`src/core/ssfm_pkg.sv`:
```
// package: constants and carrier types for start-stop framing and mode control
package ssfm_pkg;

	// ----------------------------------------------------------------
	// register map (byte addresses, one aligned word each)
	// ----------------------------------------------------------------
	localparam logic [7:0] SSFM_ADDR_CTRL   = 8'h00;
	localparam logic [7:0] SSFM_ADDR_BITDIV = 8'h04;
	localparam logic [7:0] SSFM_ADDR_STATUS = 8'h08;

	// ----------------------------------------------------------------
	// code lengths and character-end counts (mid-bit ticks after start)
	// ----------------------------------------------------------------
	localparam logic [1:0] SSFM_CODE_5 = 2'h0;
	localparam logic [1:0] SSFM_CODE_7 = 2'h1;
	localparam logic [1:0] SSFM_CODE_8 = 2'h2;
	localparam logic [3:0] SSFM_END_5  = 4'h6;
	localparam logic [3:0] SSFM_END_7  = 4'h8;
	localparam logic [3:0] SSFM_END_8  = 4'h9;

	// ----------------------------------------------------------------
	// timing
	// ----------------------------------------------------------------
	localparam int SSFM_CLK_KHZ      = 200000;
	localparam int SSFM_PAIR_SEP_MS  = 200;
	localparam int SSFM_LONG_MARK_MS = 1000;
	localparam int SSFM_PAIR_SEP_CYC  = SSFM_PAIR_SEP_MS * SSFM_CLK_KHZ;
	localparam int SSFM_LONG_MARK_CYC = SSFM_LONG_MARK_MS * SSFM_CLK_KHZ;

	// ----------------------------------------------------------------
	// reset values
	// ----------------------------------------------------------------
	localparam logic [6:0]  SSFM_CTRL_RST   = 7'h00;
	localparam logic [23:0] SSFM_BITDIV_RST = 24'h14_5855;

	// ----------------------------------------------------------------
	// types
	// ----------------------------------------------------------------
	typedef enum logic [2:0] {
		SSFM_IDLE = 3'b001,
		SSFM_CHK  = 3'b010,
		SSFM_CNT  = 3'b100
	} ssfm_state_e;

	typedef struct packed {
		logic [1:0] code_len;
		logic       mark_hold_en;
		logic       manual_en;
		logic       manual_mode;
		logic       reduced_sens;
		logic       timing_source_select;
	} ssfm_ctrl_s;

	typedef struct packed {
		logic s1;
		logic s2;
		logic s3;
		logic lvl;
	} ssfm_sync_s;

	typedef struct packed {
		ssfm_state_e state;
		ssfm_ctrl_s  ctrl;
		logic [23:0] bitdiv;
		logic [23:0] timer;
		logic [3:0]  cnt;
		logic        false_start_flag;
		logic        mode_decision_flag;
		logic        regenerated_output_flop;
		logic        line_out;
		logic        prev;
		logic        ext_prev;
		logic        ext_half;
		logic [1:0]  rest_cnt;
		logic        pend;
		logic [27:0] pair_cnt;
		logic [27:0] long_cnt;
		logic [31:0] prdata;
		logic        pslverr;
	} ssfm_core_s;

endpackage

```
`src/core/ssfm_sync3.sv`:
```
// three-stage input synchroniser that accepts a change once stages two and three agree
module ssfm_sync3
	import ssfm_pkg::*;
#(
	parameter logic RST_LVL = 1'b1
)
(
	input  wire logic pclk,
	input  wire logic presetn,
	input  wire logic din,
	output logic      dout
);

	ssfm_sync_s st;
	ssfm_sync_s next_st;

	always_comb
	begin
		next_st     = st;
		next_st.s1  = din;
		next_st.s2  = st.s1;
		next_st.s3  = st.s2;
		if (st.s2 == st.s3)
		begin
			next_st.lvl = st.s3;
		end
	end

	always_ff @(posedge pclk or negedge presetn)
	begin
		if (!presetn)
		begin
			st <= '{s1: RST_LVL, s2: RST_LVL, s3: RST_LVL, lvl: RST_LVL};
		end
		else
		begin
			st <= next_st;
		end
	end

	assign dout = st.lvl;

endmodule

```
`src/core/ssfm_core.sv`:
```
// start-stop character framing and automatic mode control with apb registers
//
// Summary of operation
// - start edge in stop interval zeroes timer
// - false-start flag set with timer zeroing
// - counter reset only if Space mid-start
// - Mark mid-start: noise, no count begins
// - four-bit counter counts bit intervals
// - five, seven or eight level lengths
// - character end stops counting, arms restart
// - mark-hold forces Mark in stop interval of start-stop mode
// - mark-hold off: output follows regenerated data
// - Space at character end selects synchronous
// - edge outside quarter-bit window selects start-stop
// - reduced sensitivity needs two spaced edges
// - one second Mark forces start-stop
// - consecutive rest Marks force start-stop
// - manual mode holds flag, disables long-Mark
module ssfm_core
	import ssfm_pkg::*;
#(
	parameter logic [27:0] PAIR_SEP_CYCLES  = 28'(SSFM_PAIR_SEP_CYC),
	parameter logic [27:0] LONG_MARK_CYCLES = 28'(SSFM_LONG_MARK_CYC)
)
(
	input  wire logic        pclk,
	input  wire logic        presetn,
	input  wire logic        psel,
	input  wire logic        penable,
	input  wire logic        pwrite,
	input  wire logic [7:0]  paddr,
	input  wire logic [31:0] pwdata,
	output logic      [31:0] prdata,
	output logic             pready,
	output logic             pslverr,
	input  wire logic        line_in,
	input  wire logic        ext_timing,
	output logic             line_out,
	output logic             mode_sync
);

	// ----------------------------------------------------------------
	// helpers
	// ----------------------------------------------------------------
	function automatic logic [3:0] char_end_cnt(input logic [1:0] code);
		case (code)
			SSFM_CODE_7: char_end_cnt = SSFM_END_7;
			SSFM_CODE_8: char_end_cnt = SSFM_END_8;
			default:     char_end_cnt = SSFM_END_5;
		endcase
	endfunction

	ssfm_core_s  st;
	ssfm_core_s  next_st;
	logic        line;
	logic        ext_lvl;
	logic        step;
	logic        mid;
	logic        ms_edge;
	logic        start_ev;
	logic        win;
	logic        oow;
	logic        at_end;
	logic [23:0] half;
	logic [23:0] quarter;
	logic        apb_setup;
	logic        apb_wr;
	logic        addr_ok;

	// ----------------------------------------------------------------
	// pin synchronisers
	// ----------------------------------------------------------------
	ssfm_sync3 #(.RST_LVL(1'b1)) u_line_sync
	(
		.pclk    (pclk),
		.presetn (presetn),
		.din     (line_in),
		.dout    (line)
	);

	ssfm_sync3 #(.RST_LVL(1'b0)) u_ext_sync
	(
		.pclk    (pclk),
		.presetn (presetn),
		.din     (ext_timing),
		.dout    (ext_lvl)
	);

	// ----------------------------------------------------------------
	// decode
	// ----------------------------------------------------------------
	// one divide stage
	assign step     = st.ctrl.timing_source_select ? (ext_lvl && !st.ext_prev && st.ext_half)
	                                               : 1'b1;
	assign half     = {1'b0, st.bitdiv[23:1]};
	assign quarter  = {2'b00, st.bitdiv[23:2]};
	assign mid      = step && (st.timer == half);
	assign ms_edge  = st.prev && !line;
	assign start_ev = ms_edge && (st.state == SSFM_IDLE);
	assign win      = (st.timer < quarter) || (st.timer >= 24'(st.bitdiv - quarter));
	assign oow      = st.mode_decision_flag && !st.ctrl.manual_en && ms_edge && !win;
	assign at_end   = (st.state == SSFM_CNT) && mid
	                  && (24'(st.cnt) + 24'h00_0001 == 24'(char_end_cnt(st.ctrl.code_len)));
	assign apb_setup = psel && !penable;
	assign apb_wr    = psel && penable && pwrite;
	assign addr_ok   = (paddr == SSFM_ADDR_CTRL) || (paddr == SSFM_ADDR_BITDIV)
	                   || (paddr == SSFM_ADDR_STATUS);

	// ----------------------------------------------------------------
	// next state
	// ----------------------------------------------------------------
	always_comb
	begin
		next_st          = st;
		next_st.prev     = line;
		next_st.ext_prev = ext_lvl;
		if (ext_lvl && !st.ext_prev)
		begin
			next_st.ext_half = !st.ext_half;
		end

		// bit timer
		if (step)
		begin
			next_st.timer = (st.timer >= 24'(st.bitdiv - 24'h00_0001)) ? 24'h00_0000
			                : 24'(st.timer + 24'h00_0001);
		end
		if (mid)
		begin
			next_st.regenerated_output_flop = line;
		end

		// framing
		case (st.state)
			SSFM_IDLE:
			begin
				if (start_ev)
				begin
					next_st.timer = 24'h00_0000;
					next_st.false_start_flag = 1'b1;
					next_st.state = SSFM_CHK;
				end
			end
			SSFM_CHK:
			begin
				if (mid)
				begin
					if (!line)
					begin
						next_st.cnt   = 4'h0;
						next_st.false_start_flag = 1'b0;
						next_st.state = SSFM_CNT;
					end
					else
					begin
						next_st.state = SSFM_IDLE;
					end
				end
			end
			SSFM_CNT:
			begin
				// count bit intervals
				// no step at the end point: the count freezes for the stop element
				if (mid && !at_end)
				begin
					next_st.cnt = 4'(st.cnt + 4'h1);
				end
				if (at_end)
				begin
					next_st.state = SSFM_IDLE;
				end
			end
			default:
			begin
				next_st.state = SSFM_IDLE;
			end
		endcase

		if (at_end && st.mode_decision_flag)
		begin
			next_st.rest_cnt = line ? ((st.rest_cnt == 2'h2) ? 2'h2 : 2'(st.rest_cnt + 2'h1))
			                        : 2'h0;
		end

		if (st.mode_decision_flag && !st.ctrl.manual_en && line)
		begin
			if (st.long_cnt != LONG_MARK_CYCLES)
			begin
				next_st.long_cnt = 28'(st.long_cnt + 28'h000_0001);
			end
		end
		else
		begin
			next_st.long_cnt = 28'h000_0000;
		end

		if (st.pend)
		begin
			next_st.pair_cnt = 28'(st.pair_cnt + 28'h000_0001);
			if (st.pair_cnt >= 28'(PAIR_SEP_CYCLES + PAIR_SEP_CYCLES))
			begin
				next_st.pend = 1'b0;
			end
		end
		if (oow && st.ctrl.reduced_sens && !st.pend)
		begin
			next_st.pend     = 1'b1;
			next_st.pair_cnt = 28'h000_0000;
		end

		// mode decision
		if (st.ctrl.manual_en)
		begin
			next_st.mode_decision_flag = st.ctrl.manual_mode;
			next_st.pend               = 1'b0;
		end
		else if (!st.mode_decision_flag)
		begin
			if (at_end && !line)
			begin
				next_st.mode_decision_flag = 1'b1;
				next_st.rest_cnt           = 2'h0;
			end
			next_st.pend = 1'b0;
		end
		else if ((oow && !st.ctrl.reduced_sens)
		         || (oow && st.pend && st.pair_cnt >= PAIR_SEP_CYCLES)
		         || (line && st.long_cnt == LONG_MARK_CYCLES)
		         || (at_end && line && st.rest_cnt != 2'h0))
		begin
			next_st.mode_decision_flag = 1'b0;
			next_st.pend               = 1'b0;
			next_st.rest_cnt           = 2'h0;
		end

		// output: hold wins over regenerated data only in start-stop idle
		// forced stop mark
		if (st.ctrl.mark_hold_en && !st.mode_decision_flag && st.state == SSFM_IDLE)
		begin
			next_st.line_out = 1'b1;
		end
		else
		begin
			next_st.line_out = st.regenerated_output_flop;
		end

		// apb: read data captured in setup, zero-wait access
		if (apb_setup)
		begin
			next_st.pslverr = !addr_ok;
			case (paddr)
				SSFM_ADDR_CTRL:   next_st.prdata = {25'h000_0000, st.ctrl};
				SSFM_ADDR_BITDIV: next_st.prdata = {8'h00, st.bitdiv};
				SSFM_ADDR_STATUS: next_st.prdata = {19'h0_0000, st.rest_cnt, st.state,
				                                    st.regenerated_output_flop, st.line_out,
				                                    st.cnt, st.false_start_flag,
				                                    st.mode_decision_flag};
				default:          next_st.prdata = 32'h0000_0000;
			endcase
		end
		if (apb_wr && paddr == SSFM_ADDR_CTRL)
		begin
			next_st.ctrl = pwdata[6:0];
		end
		if (apb_wr && paddr == SSFM_ADDR_BITDIV)
		begin
			next_st.bitdiv = pwdata[23:0];
		end
	end

	always_ff @(posedge pclk or negedge presetn)
	begin
		if (!presetn)
		begin
			st        <= '0;
			st.state  <= SSFM_IDLE;
			st.ctrl   <= SSFM_CTRL_RST;
			st.bitdiv <= SSFM_BITDIV_RST;
			st.prev   <= 1'b1;
			st.regenerated_output_flop <= 1'b1;
			st.line_out <= 1'b1;
		end
		else
		begin
			st <= next_st;
		end
	end

	assign prdata    = st.prdata;
	assign pslverr   = st.pslverr && psel && penable;
	assign pready    = 1'b1;
	assign line_out  = st.line_out;
	assign mode_sync = st.mode_decision_flag;
endmodule

```
`config.mk`:
```
export PLATFORM = sky130hd
export DESIGN_NAME = ssfm_core
export DESIGN_NICKNAME = d
export VERILOG_FILES = /design/src/core/ssfm_pkg.sv /design/src/core/ssfm_sync3.sv /design/src/core/ssfm_core.sv
export SDC_FILE = /design/constraint.sdc
export NUM_CORES = 1
export LEC_CHECK = 0
export ABC_AREA = 0
export BUFFER_PORTS_ARGS = -buffer_cell sky130_fd_sc_hd__buf_2
export CORE_MARGIN = 2
export CORE_UTILIZATION = 44
export CTS_CLUSTER_SIZE = 12
export DETAILED_ROUTE_END_ITERATION = 12
export PLACE_DENSITY = 0.67
export RECOVER_POWER = 50
export SYNTH_ARGS = -nofsm -noshare
export SYNTH_HDL_FRONTEND = slang
export SYNTH_SLANG_ARGS = --single-unit
export TNS_END_PERCENT = 50
```
`constraint.sdc`:
```
create_clock -name pclk -period 5.65 [get_ports pclk]
set_input_delay 0.2825 -clock pclk [delete_from_list [all_inputs] [get_ports pclk]]
set_output_delay 0.2825 -clock pclk [all_outputs]
set_load 0.05 [all_outputs]
```
==> run metrics <==
status=finished, violations left; failing checks=capacitance limit, slew limit; CP Launch Type=flip-flop; synthesized area=11200 um^2; clk_skew=0.0129 ns; first-pass GRT wire length=44000 um; Setup TNS=0 ns; Critical Path RT=5.94 ns; Hold Path Origin=pwdata[23]; Vias=9257; # DRC=0; Post-synth ARST share=100%; XOR/XNOR Fraction of Synth Area=8.50%; global route total overflow=0; Critical Path AT=5.34 ns; Routed Antenna Nets=0; CP Capture Type=flip-flop; Reg-to-Reg Start=half[1]; Synth Area in Compound Gates=16.6%; antenna violations before repair=3; reg2reg end=st[65]; Pins Over Slew Limit=93; CTS Buffer Depth=2; row count=58; Adder-Cell Fraction of Synth Area=11.6%; layout cells sized above 1=9.72%; RSZ-0062 raised after global routing=no; Yosys warning count=0; H-Tree Depth=4; Synth top area share=32.1%; first-pass detailed-route iteration total=5; Slew @ Worst Pin=3.84 ns; Top FF cell, synth=dfrtp_1; Initial Util=44.7%; CTS root buf=clkbuf_16; #FFs+latches synth=161; Num CTS Buffers=17; max cap viols=2; fin crit period=5.05 ns; Die Area=26800 um^2; simple-gate share of the synthesized area=19.8%; number of port buffers=65; Yosys top cell by area=dfrtp_1; Worst Hold Class=in -> reg; Max Freq=198 MHz; routability cong.=0.873; Total Routed Length=27000 um; chip height=164 um; hpwl dp=19900 um; vias per std cell=5.65; sequential fraction of the synthesis area=36.1%; post-synth cell types=75; final setup violating endpoints=0; post-CTS setup repair buffer count=0; CTS sink cnt=161; Power Dens Cells=232 nW/um^2; Avg Inst Size Synth=8.90 um^2; Slew headroom=-156%; main combinational cell family by area after synthesis=simple AND/OR/NAND/NOR gates; DR WL/cell=16.5 um; io pins=83; post-synthesis mux area share=1.77%; period utilization=89.3%; hold path endpoint=half[22]; Max VDD drop=0.000188 V; core area=25100 um^2; Pleak=5.57 nW; Worst-Skew Late Latency=0.44 ns; r2r worst-path depth=20; clock slew at reported path FFs=0.07 ns; Pwr Total=2.85 mW; TritonCTS clock tree=built; DR iter-0 viols=722; most frequent cell after synthesis=dfrtp_1; worst hold path depth=3; most instantiated cells after synthesis=144 x dfrtp_1, 133 x nand2_1, 101 x ha_1; GRT Overall Usage=20.4%; CP peak stage delay=0.67 ns; Post-synth EDFFs=0; Die W=164 um; Area Growth Syn to Fin=8.95%; vias in the first global route=8763; register-to-register setup slack=0.60 ns; fin nets=1442; final hold vios=0; Synth Instances=1263; critical-path cell list=ha_1, inv_1, fa_1, a21oi_1, nand4b_1, a211o_1, a21o_1, a21oi_1, o21ai_0, nor2_1, a311oi_1, ha_1, nor2b_1, o21ai_0, o211ai_1, a211oi_1, buf_4, o21ai_1, o21ai_1, a31oi_1; ranking of synthesized cells by area=dfrtp_1 32%, ha_1 11%, xnor2_1 5.2%; slowest stage cell, crit path=dfstp_2; CP Class=reg -> reg; largest net degree at the start of global routing=83; CP max FO=10
worst max-delay path, delay by kind of cell, from the launching register on:
kind	cells	cell delay, ns
DFF	1	0.67
adders and majority gates	3	0.94
and+or+nand+nor	3	0.38
buffers and inverters	2	0.24
AOI/OAI and AO/OA	12	2.64
routing by layer:
metal  track usage, %  share of wire (%)  vias to the layer above
met4             7.42                2.8                        0
li1                 -                  -                     4572
met3             4.44                4.8                       57
met2             33.7                 48                      185
met5                0                  0                        -
met1             26.4                 45                     4443
flip-flops by register name (all words and copies together) (netlist names), 2 cells and up:
register             count
st                     104
prdata                  24
half                    23
u_ext_sync.next_st       2
u_line_sync.next_st      2
cells in the final DEF (no fill, tap or decap), types with 42 or more instances in the layout:
cell type	n
xnor2_1	67
nand2_1	133
nor2_1	72
inv_1	57
nand3_1	71
dfrtp_1	144
a21oi_1	47
ha_1	101
xor2_1	42
o21ai_0	95
repair_timing:
| item | CTS | global route |
|---|---|---|
| hold buffers | 3 | 0 |
| gates resized for setup | 0 | 0 |
| endpoints found under the hold margin | 78 | 0 |
cell type report:
| cell class | instances | area (um^2) |
|---|---|---|
| antenna | 3 | 7.51 |
| clock buffer | 19 | 443 |
| sequential | 161 | 4050 |
| inverter | 58 | 218 |
| timing repair buffer | 77 | 394 |
| tap | 330 | 413 |
| fill | 2406 | 12900 |
| multi-input combinational | 978 | 6590 |
| clock inverter | 13 | 121 |
power by group:
group / switching [mW] / internal (mW) / leakage (nW)
Combinational: 0.260 / 0.195 / 3.23
Clock: 0.534 / 0.592 / 0.270
Sequential: 0.0726 / 1.19 / 2.07
Total: 0.866 / 1.98 / 5.57
stage by stage:
step                worst slack (ns)  hold slack (ns)  instance area, um^2  instances  util [%]
finish                         0.604           0.0563                12200       1639      48.7
global route                   0.232           0.0591                12200       1636      48.7
CTS                            0.674           0.0429                12300       1636      48.9
detailed placement             0.746            0.346                11700       1601      46.5
global placement               0.841            0.341                11700       1601      46.5
floorplan                       1.43          -0.0131                11300       1270         -
logic make-up (layout without fill, tap and decap cells):
kind of cell             Yosys count  after routing
AO/OA/AOI/OAI                    296            296
XOR/XNOR                         109            109
adder cells (fa/ha/maj)          104            104
buffers and inverters            131            167
flip-flops                       161            161
multiplexers                      18             18
other                              2             12
AND/OR/NAND/NOR                  442            442
worst max-delay path by stage:
stage	from	endpoint	slack, ns
final	half[1]	st[65]	0.60
after global routing	half[1]	st[65]	0.23
after CTS	half[5]	st[65]	0.67
after detailed placement	half[5]	st[63]	0.75
after global placement	half[5]	st[89]	0.84
after floorplan	half[11]	st[77]	1.43
No activity file was read; power rests on OpenSTA's default activity.
